$ cat src/ccp_pkg.sv
package ccp_pkg;
    localparam int ADDR_W = 10;
    localparam int DATA_W = 8;

    // register map
    localparam logic [ADDR_W-1:0] PLL_CTRL_ADDR = 10'h010;
    localparam logic [ADDR_W-1:0] DIV_RATIO_ADDR = 10'h1e0;
    localparam logic [ADDR_W-1:0] SRC_SEL_ADDR = 10'h1e1;
    localparam logic [ADDR_W-1:0] NVM_STATUS_ADDR = 10'h3f0;
    localparam logic [ADDR_W-1:0] NVM_CMD_ADDR = 10'h3f1;

    // values after power-up or reset when no valid image is stored
    localparam logic [DATA_W-1:0] PLL_CTRL_RESET = 8'h01;
    localparam logic [DATA_W-1:0] DIV_RATIO_RESET = 8'h00;
    localparam logic [DATA_W-1:0] SRC_SEL_RESET = 8'h00;

    // field positions and encodings
    localparam int PLL_PWR_LSB = 0;
    localparam int PFD_POL_BIT = 7;
    localparam int DIV_RATIO_LSB = 0;
    localparam int DIV_RATIO_W = 3;
    localparam int SRC_BYPASS_BIT = 0;
    localparam int SRC_DIVSEL_BIT = 1;
    localparam logic [1:0] PLL_PWR_NORMAL = 2'h0;
    localparam logic [1:0] PLL_PWR_DOWN = 2'h1;
    localparam int NVM_CMD_STORE_BIT = 0;
    localparam int NVM_ST_VALID_BIT = 0;
    localparam int NVM_ST_BUSY_BIT = 1;

    // nonvolatile store timing
    localparam int CLK_PERIOD_NS = 50;
    localparam int NVM_STORE_TIME_NS = 400;
    localparam int NVM_STORE_CYCLES = (NVM_STORE_TIME_NS + CLK_PERIOD_NS - 1) / CLK_PERIOD_NS;

    // image order: {source select, divider ratio, pll control}
    typedef logic [3*DATA_W-1:0] ccp_image_type;

    typedef enum logic [1:0]
    {
        SEQ_RESTORE = 2'h0,
        SEQ_IDLE = 2'h1,
        SEQ_STORE = 2'h3
    } ccp_seq_state_type;
endpackage

$ cat src/ccp_nvm_if.sv
`timescale 1ns/1ps
interface ccp_nvm_if;
    logic store_req;
    ccp_pkg::ccp_image_type store_image;
    ccp_pkg::ccp_image_type stored_image;
    logic stored_valid;

    modport ctrl
    (
        output store_req,
        output store_image,
        input stored_image,
        input stored_valid
    );
    modport store
    (
        input store_req,
        input store_image,
        output stored_image,
        output stored_valid
    );
endinterface

$ cat src/ccp_nvm_store.sv
`timescale 1ns/1ps
// on-board nonvolatile image; survives reset_in, invalidated only by nvm_blank_in, which clears the valid flag and keeps the image bits
module ccp_nvm_store
(
    input wire logic core_clk_in,
    input wire logic nvm_blank_in,
    ccp_nvm_if.store nvm
);
    ccp_pkg::ccp_image_type image;
    ccp_pkg::ccp_image_type next_image;
    logic valid;
    logic next_valid;

    always_comb
    begin
        next_image = image;
        next_valid = valid;
        if (nvm_blank_in)
        begin
            next_valid = 1'b0;
        end
        else if (nvm.store_req)
        begin
            next_image = nvm.store_image;
            next_valid = 1'b1;
        end
    end

    always_ff @(posedge core_clk_in)
    begin
        image <= next_image;
        valid <= next_valid;
    end

    assign nvm.stored_image = image;
    assign nvm.stored_valid = valid;
endmodule

$ cat src/ccp_clock_path_cfg.sv
`timescale 1ns/1ps
module ccp_clock_path_cfg
(
    input wire logic core_clk_in,
    input wire logic reset_in,
    input wire logic nvm_blank_in,
    input wire logic [ccp_pkg::ADDR_W-1:0] reg_addr_in,
    input wire logic [ccp_pkg::DATA_W-1:0] reg_wdata_in,
    input wire logic reg_write_in,
    input wire logic reg_read_in,
    output logic reg_ready_out,
    output logic [ccp_pkg::DATA_W-1:0] reg_rdata_out,
    output logic reg_rvalid_out,
    output logic pll_power_down_out,
    output logic pll_normal_out,
    output logic pfd_negative_out,
    output logic [ccp_pkg::DIV_RATIO_W-1:0] divider_ratio_code_out,
    output logic divider_bypass_out,
    output logic clk_source_sel_out,
    output logic prescaler_feed_out,
    output logic nvm_busy_out
);
    localparam int CNT_W = 8;
    localparam logic [CNT_W-1:0] STORE_LAST = CNT_W'(ccp_pkg::NVM_STORE_CYCLES - 1);

    initial
    begin
        if (ccp_pkg::NVM_STORE_CYCLES < 1 || ccp_pkg::NVM_STORE_CYCLES > 255)
        begin
            $error("store cycle count does not fit the counter");
        end
    end

    ccp_nvm_if nvm_if ();

    ccp_nvm_store u_nvm
    (
        .core_clk_in(core_clk_in),
        .nvm_blank_in(nvm_blank_in),
        .nvm(nvm_if.store)
    );

    ccp_pkg::ccp_seq_state_type state;
    ccp_pkg::ccp_seq_state_type next_state;
    logic [CNT_W-1:0] cnt;
    logic [CNT_W-1:0] next_cnt;
    logic [ccp_pkg::DATA_W-1:0] pll_ctrl;
    logic [ccp_pkg::DATA_W-1:0] next_pll_ctrl;
    logic [ccp_pkg::DATA_W-1:0] div_ratio;
    logic [ccp_pkg::DATA_W-1:0] next_div_ratio;
    logic [ccp_pkg::DATA_W-1:0] src_sel;
    logic [ccp_pkg::DATA_W-1:0] next_src_sel;
    logic [ccp_pkg::DATA_W-1:0] next_rdata;
    logic wr_ok;
    logic [1:0] pll_pwr;

    assign reg_ready_out = (state == ccp_pkg::SEQ_IDLE);
    assign wr_ok = reg_write_in && reg_ready_out;

    // register file, restore and store sequencing
    always_comb
    begin
        next_state = state;
        next_cnt = cnt;
        next_pll_ctrl = pll_ctrl;
        next_div_ratio = div_ratio;
        next_src_sel = src_sel;
        case (state)
            ccp_pkg::SEQ_RESTORE:
            begin
                if (nvm_if.stored_valid)
                begin
                    next_pll_ctrl = nvm_if.stored_image[ccp_pkg::DATA_W-1:0];
                    next_div_ratio = nvm_if.stored_image[2*ccp_pkg::DATA_W-1:ccp_pkg::DATA_W];
                    next_src_sel = nvm_if.stored_image[3*ccp_pkg::DATA_W-1:2*ccp_pkg::DATA_W];
                end
                next_state = ccp_pkg::SEQ_IDLE;
            end
            ccp_pkg::SEQ_IDLE:
            begin
                if (wr_ok)
                begin
                    case (reg_addr_in)
                        ccp_pkg::PLL_CTRL_ADDR: next_pll_ctrl = reg_wdata_in;
                        ccp_pkg::DIV_RATIO_ADDR: next_div_ratio = reg_wdata_in;
                        ccp_pkg::SRC_SEL_ADDR: next_src_sel = reg_wdata_in;
                        ccp_pkg::NVM_CMD_ADDR:
                        begin
                            if (reg_wdata_in[ccp_pkg::NVM_CMD_STORE_BIT])
                            begin
                                next_state = ccp_pkg::SEQ_STORE;
                                next_cnt = STORE_LAST;
                            end
                        end
                        default: next_state = ccp_pkg::SEQ_IDLE;
                    endcase
                end
            end
            ccp_pkg::SEQ_STORE:
            begin
                if (cnt == '0)
                begin
                    next_state = ccp_pkg::SEQ_IDLE;
                end
                else
                begin
                    next_cnt = cnt - 1'b1;
                end
            end
            default: next_state = ccp_pkg::SEQ_IDLE;
        endcase
        if (reset_in)
        begin
            next_state = ccp_pkg::SEQ_RESTORE;
            next_cnt = '0;
            next_pll_ctrl = ccp_pkg::PLL_CTRL_RESET;
            next_div_ratio = ccp_pkg::DIV_RATIO_RESET;
            next_src_sel = ccp_pkg::SRC_SEL_RESET;
        end
    end

    always_ff @(posedge core_clk_in)
    begin
        state <= next_state;
        cnt <= next_cnt;
        pll_ctrl <= next_pll_ctrl;
        div_ratio <= next_div_ratio;
        src_sel <= next_src_sel;
    end

    // image is written on the last store cycle; writes are refused meanwhile
    assign nvm_if.store_req = (state == ccp_pkg::SEQ_STORE) && (cnt == '0);
    assign nvm_if.store_image = {src_sel, div_ratio, pll_ctrl};

    // read port, answered one cycle later; unmapped reads give zero
    always_comb
    begin
        next_rdata = '0;
        case (reg_addr_in)
            ccp_pkg::PLL_CTRL_ADDR: next_rdata = pll_ctrl;
            ccp_pkg::DIV_RATIO_ADDR: next_rdata = div_ratio;
            ccp_pkg::SRC_SEL_ADDR: next_rdata = src_sel;
            ccp_pkg::NVM_STATUS_ADDR:
            begin
                next_rdata[ccp_pkg::NVM_ST_VALID_BIT] = nvm_if.stored_valid;
                next_rdata[ccp_pkg::NVM_ST_BUSY_BIT] = (state == ccp_pkg::SEQ_STORE);
            end
            default: next_rdata = '0;
        endcase
        if (reset_in || !reg_read_in)
        begin
            next_rdata = '0;
        end
    end

    always_ff @(posedge core_clk_in)
    begin
        reg_rdata_out <= next_rdata;
        reg_rvalid_out <= reg_read_in && !reset_in;
    end

    // decoded clock path controls
    assign pll_pwr = pll_ctrl[ccp_pkg::PLL_PWR_LSB +: 2];
    assign pll_power_down_out = (pll_pwr == ccp_pkg::PLL_PWR_DOWN);
    assign pll_normal_out = (pll_pwr == ccp_pkg::PLL_PWR_NORMAL);
    assign pfd_negative_out = pll_ctrl[ccp_pkg::PFD_POL_BIT];
    assign divider_ratio_code_out = div_ratio[ccp_pkg::DIV_RATIO_LSB +: ccp_pkg::DIV_RATIO_W];
    assign divider_bypass_out = src_sel[ccp_pkg::SRC_BYPASS_BIT];
    assign clk_source_sel_out = !src_sel[ccp_pkg::SRC_BYPASS_BIT];
    assign prescaler_feed_out = pll_normal_out;
    assign nvm_busy_out = (state == ccp_pkg::SEQ_STORE);
endmodule

$ cat config.mk
export PLATFORM = sky130hd
export DESIGN_NAME = ccp_clock_path_cfg
export DESIGN_NICKNAME = d
export VERILOG_FILES = /design/src/ccp_pkg.sv /design/src/ccp_nvm_if.sv /design/src/ccp_nvm_store.sv /design/src/ccp_clock_path_cfg.sv
export SDC_FILE = /design/constraint.sdc
export NUM_CORES = 1
export LEC_CHECK = 0
export BUFFER_PORTS_ARGS = -buffer_cell sky130_fd_sc_hd__buf_2
export CORE_MARGIN = 1
export CORE_UTILIZATION = 51
export CTS_BUF_LIST = sky130_fd_sc_hd__clkbuf_16
export DETAILED_ROUTE_END_ITERATION = 16
export GPL_ROUTABILITY_DRIVEN = 0
export PLACE_DENSITY_LB_ADDON = 0.05
export SETUP_SLACK_MARGIN = 0.02
export SKIP_LAST_GASP = 1
export SLEW_MARGIN = 20
export SYNTH_ARGS = -nofsm -noshare
export SYNTH_HDL_FRONTEND = slang
export SYNTH_SLANG_ARGS = --single-unit
$ cat constraint.sdc
create_clock -name core_clk_in -period 2.6 [get_ports core_clk_in]
set_input_delay 0.26 -clock core_clk_in [delete_from_list [all_inputs] [get_ports core_clk_in]]
set_output_delay 0.26 -clock core_clk_in [all_outputs]
set_load 0.02 [all_outputs]
==> Word level (Yosys, flattened, before mapping) <==
Index checks and enable logic that the tools add are counted.
{ "op_classes": {"n_shift": 0, "bitwise_logic": 1, "multipliers": 0, "magnitude_cmp": 0, "n_eq_ne": 19, "add_sub_neg": 1, "muxes": 24, "n_reduce_logical": 19, "div_mod_pow": 0} }
{ "op_table": {"columns": ["op", "n"], "rows": [
  ["$mux W8", 13],
  ["$pmux W8 S2", 4],
  ["$eq A10 B10 Y1 const B", 2],
  ["$eq A10 B9 Y1 const B", 2],
  ["$pmux W6 S3", 1],
  ["$reduce_and A4 Y1", 4],
  ["$ne A2 B1 Y1 const B", 7],
  ["$eq A10 B5 Y1 const B", 1],
  ["$logic_not A8 Y1", 1],
  ["$pmux W2 S2", 2],
  ["$pmux W2 S4", 1],
  ["$sub A8 B1 Y8 const B", 1],
  ["$mux W2", 3],
  ["$ne A2 B2 Y1 const B", 3],
  ["$reduce_and A5 Y1", 1],
  ["$eq A2 B1 Y1 const B", 2],
  ["$logic_not A2 Y1", 2],
  ["$reduce_bool A2 Y1", 2],
  ["$logic_and A1 B1 Y1", 3],
  ["$logic_not A1 Y1", 3],
  ["$ne A3 B3 Y1 const B", 1],
  ["$reduce_or A3 Y1", 1],
  ["$eq A2 B2 Y1 const B", 1],
  ["$reduce_and A2 Y1", 1],
  ["2 further kinds", 2]
]} }
{ "word_totals": {"out_inout_bits": 20, "ff_bits": 68, "mem_bits_rw": 0, "in_bits": 23, "wordCells": 73, "mem_count": 0, "mem_bits_ro": 0, "latch_bits": 0} }

==> Logic depth before layout (Yosys ltp) <==
{ "depth": {"depth_word": 5, "ltp_mapped": 7, "depth_no_buf": 6} }

==> Cells and area by module <==
From an unflattened synthesis, not the netlist that was laid out.
{ "unflattened": {"cells_unflattened": 271, "hier_area_um2": 2916.5} }
{ "modules_own_cells": {"columns": ["mod", "cells_per_inst", "n_inst", "area_per_inst_um2"], "rows": [
  ["ccp_clock_path_cfg", 244, 1, 2159.6],
  ["ccp_nvm_store", 27, 1, 757.0]
]} }

==> Least setup slack after synthesis <==
No wires, ideal clock.
{ "synth_path": {"kind": "reg2reg", "start": "register state[1]", "end": "register u_nvm.image[0] (netlist: u_nvm.nvm.stored_image[0]) (enable)", "period_less_slack_ps": 2493, "arrival_time_ps": 2088, "setup_time_ps": 405, "t_required_ps": 2195, "path_slack_ps": 107, "stages_incl_launch_ff": 6, "cell_sequence": "dfxtp_1 clkbuf_1 nand2_1 inv_1 nand4_1 nor2_1"} }
{ "synth_between": {"elab_chain_cells": 3} }
{ "synth_rtl": {"columns": ["element", "line", "rtl"], "rows": [
  ["from (decl)", "ccp_clock_path_cfg.sv:43", "ccp_pkg::ccp_seq_state_type state;"],
  ["from (signal assigned)", "ccp_clock_path_cfg.sv:124", "state <= next_state;"],
  ["$eq A2 B2 Y1", null, null],
  ["named net nvm_busy_out", "ccp_clock_path_cfg.sv:21", "output logic nvm_busy_out"],
  ["$logic_and A1 B1 Y1", "ccp_clock_path_cfg.sv:132", "assign nvm_if.store_req = (state == ccp_pkg::SEQ_STORE) && (cnt == '0);"],
  ["$reduce_and A2 Y1 (no line)", null, null],
  ["to (signal assigned)", "ccp_nvm_store.sv:31", "image <= next_image;"],
  ["to (decl)", "ccp_nvm_store.sv:9", "ccp_pkg::ccp_image_type image;"]
]} }
The timed path passes the listed nets, and every way through them passes these cells.
A chain may end at the register's enable or synchronous reset.

==> Final worst setup path <==
{ "layout_path": {"start": "register state[1]", "end": "output port reg_ready_out"} }
{ "layout_between": {"elab_chain_cells": 1} }
{ "layout_rtl": {"columns": ["element", "line", "rtl"], "rows": [
  ["$eq A2 B1 Y1", "ccp_clock_path_cfg.sv:57", "assign reg_ready_out = (state == ccp_pkg::SEQ_IDLE);"],
  ["to (decl)", "ccp_clock_path_cfg.sv:11", "output logic reg_ready_out,"]
]} }
Every way passes these cells.

==> reports/metrics.cfg <==
[power_and_ir_drop]
totalPowerFinal_w = 0.00241
cellPowerDensity_nw_per_um2 = 670
p_leak_nw = 1.42
ir_worst_vdd_v = 0.000433

[cts]
cts.sinks = 68
ctsHoldBuffers = 0
cts_buffers = 9
clk_pin_slew_worst_paths_ns = 0.05
cts_root_buf = clkbuf_16
cts_tree = done
postCtsSetupRepairBufs = 0
clock_latency_ns = 0.33
cts_resized = 0
cts.htree.levels = 3
cts_max_path_buffers = 2

[floorplanning]
core_area_um2 = 5610
row_count = 27
fp.dieH_um = 79.0
ios = 43
die_area_um2 = 6240
start_util_pct = 53.9
die_w_um = 79.0

[yosys]
yosysSeqAreaShare_pct = 52.9
synth_edf_count = 24
synthCells = 295
syn_area_per_cell_um2 = 10.3
yosysWarnings = 0
synthArstFlopShare_pct = 0
synth_cell_types = 46
ys.flop_type = dfxtp_1
synth-seq-cells = 68
synth_top_area_share_pct = 29.1
syn_nets = 320
synth.area.top_cells = dfxtp_1 (29%), edfxtp_1 (24%), a311oi_1 (4.1%)
synth_top_area_cell = dfxtp_1
synth_area_um2 = 3030

[route]
drtIter0Drc = 170
drt-total-wl_mm = 7.28
num_vias = 2422
drc = 0
firstDrtPassIters = 5
vias_per_cell = 5.85
ant_nets = 0
wire_per_inst_um = 17.6

[sta]
hold_viol = 0
maxSlewViolCount = 0
fin_crit_ns = 2.22
setup_slack_ns = 0.379
finalSetupViolCount = 0
timing.hold.ws_ns = 0.115
max_freq_mhz = 450
tns_ns = 0
period_share_pct = 85.4
finClkSkew_ns = 0.00379
relSlewSlack_pct = 57.7
rsz0062_at_grt = no
tightestPinTransition_ns = 0.633

[final_layout]
nets = 362
nFillCells = 476
mostFrequentLayoutCells = dfxtp_1 (44), buf_2 (42), nand2_1 (30)
drive_gt1_share_pct = 24.3
syn2layout_area_growth_pct = 18.9
fin_cells = 414
final_common_cell = dfxtp_1
regArea_um2 = 1600
antenna_cells = 0
multiInputGateArea_um2 = 1250

[grt]
grt_start_max_net_pins = 25
antenna_found_initial = 0
grt_overflow = 0
grt_pass1_wl_mm = 11.5
grtUsageTotal_pct = 25.1
grt_pass1_vias = 2251

[setup_path]
end_kind = primary output
path_buf_inv = 3
worstPathMaxFanout = 10
cp.depth = 4
path_cells = clkinv_1, nand2_1, clkinv_1, buf_2
cpPeakStageDelay_ns = 0.40
critPathLaunchType = flip-flop
worstPathArrival_ns = 1.96
crit_required_ns = 2.34
ff2ff_setup_slack_ns = 0.42
r2r_cells = 6
cp_slowest_cell = nand2_1
reg2reg_from = state[1]$_SDFFE_PP0P_
cp_common_cell = clkinv_1
timing.rr.end = div_ratio[4]$_SDFFE_PP0P_
path_delay_family = buffers and inverters
worst-setup-path-type = flip-flop to primary output

[hold_path]
hold_depth = 2
hold_path_class = input port to flip-flop
whs_endpoint = u_nvm.nvm.stored_valid$_SDFFE_PP0P_
hold_path_startpoint = nvm_blank_in

[placement]
dp.cells = 398
dpl.hpwl_mm = 4.91
portBuffers = 42
pre_cts_slack_ns = 0.317

[job]
cap_violations = 0

[status]
status = finished, final reports clean

## worst register-to-register path, stage by stage, from the launching register on
cell	delay, ns
dfxtp_1	0.33
clkinv_1	0.26
nand2_1	0.40
clkinv_1	0.37
nand2_1	0.27
o21ai_0	0.13
o311a_1	0.30
## worst max path at each step
stage / start / end / slack (ns)
6_report: state[1]$_SDFFE_PP0P_ / reg_ready_out / 0.38
3_3_place_gp: reg_addr_in[0] / div_ratio[0]$_SDFFE_PP0P_ / 0.34
3_5_place_dp: reg_addr_in[0] / div_ratio[0]$_SDFFE_PP0P_ / 0.32
2_1_floorplan: state[1]$_SDFFE_PP0P_ / u_nvm.nvm.stored_image[0]$_DFFE_PP_ / 0.11
4_1_cts: state[1]$_SDFFE_PP0P_ / reg_ready_out / 0.40
5_1_grt: state[1]$_SDFFE_PP0P_ / div_ratio[4]$_SDFFE_PP0P_ / 0.22
## synthesized netlist by cell type (all sizes together), types with 2 or more instances
cell and number:
mux2 6, nor4 4, o21ai 12, a211oi 3
ha 2, buf 7, and2 3, nor2 14
mux2i 5, a221oi 2, nand3 8, or4 2
nand4 2, o21bai 8, a311oi 14, nand3b 6
o311a 7, a22oi 7, dfxtp 44, nor3 15
inv 16, edfxtp 24, nor2b 2, or4b 2
nand2 30, or2 4, a21oi 17, a32oi 2
clkinv 3, clkbuf 13
## logic make-up after synthesis
| kind of cell | after synthesis | synth area share [%] |
|---|---|---|
| multiplexers | 11 | 3.89 |
| AO/OA/AOI/OAI | 79 | 20.2 |
| flip-flops | 68 | 52.9 |
| adder cells (fa/ha/maj) | 2 | 0.827 |
| buffers and inverters | 39 | 5.67 |
| AND/OR/NAND/NOR | 96 | 16.5 |
## power by group
part	leakage, nW	switching (W)	internal [W]
registers	0.577	0.00000198	0.00110
clock network	0.156	0.000438	0.000788
logic	0.691	0.0000582	0.0000292
## final cells by class
| cell class | count | area share, % |
|---|---|---|
| clock buffers | 10 | 6.95 |
| clock inverters | 6 | 1.46 |
| inverters | 19 | 1.98 |
| multi-input cells | 188 | 34.9 |
| flip-flops and latches | 68 | 44.5 |
| well taps | 72 | 2.50 |
| repair buffers | 51 | 7.72 |
## metrics by stage
stage | utilization, % | cell area [um2]
after floorplan | - | 3030
after global placement | 58.8 | 3300
after detailed placement | 58.8 | 3300
after CTS | 64.2 | 3600
after global routing | 64.2 | 3600
final | 64.2 | 3600
## flip-flops by register name, summed over array words and instances (netlist names)
signal,flops
u_nvm.nvm.stored_image,24
u_nvm.nvm.stored_valid,1
src_sel,8
pll_ctrl,8
reg_rvalid_out,1
reg_rdata_out,8
cnt,8
state,2
div_ratio,8
## layer usage
| layer | up-vias | part of all wire (%) | global-route usage [%] |
|---|---|---|---|
| li1 | 1189 | - | - |
| met1 | 1138 | 47 | 34.1 |
| met2 | 86 | 46 | 39.4 |
| met3 | 9 | 5.2 | 3.68 |
| met4 | 0 | 1.6 | 11.5 |
| met5 | - | 0 | 0 |
Power figures use the tool's default switching activity.
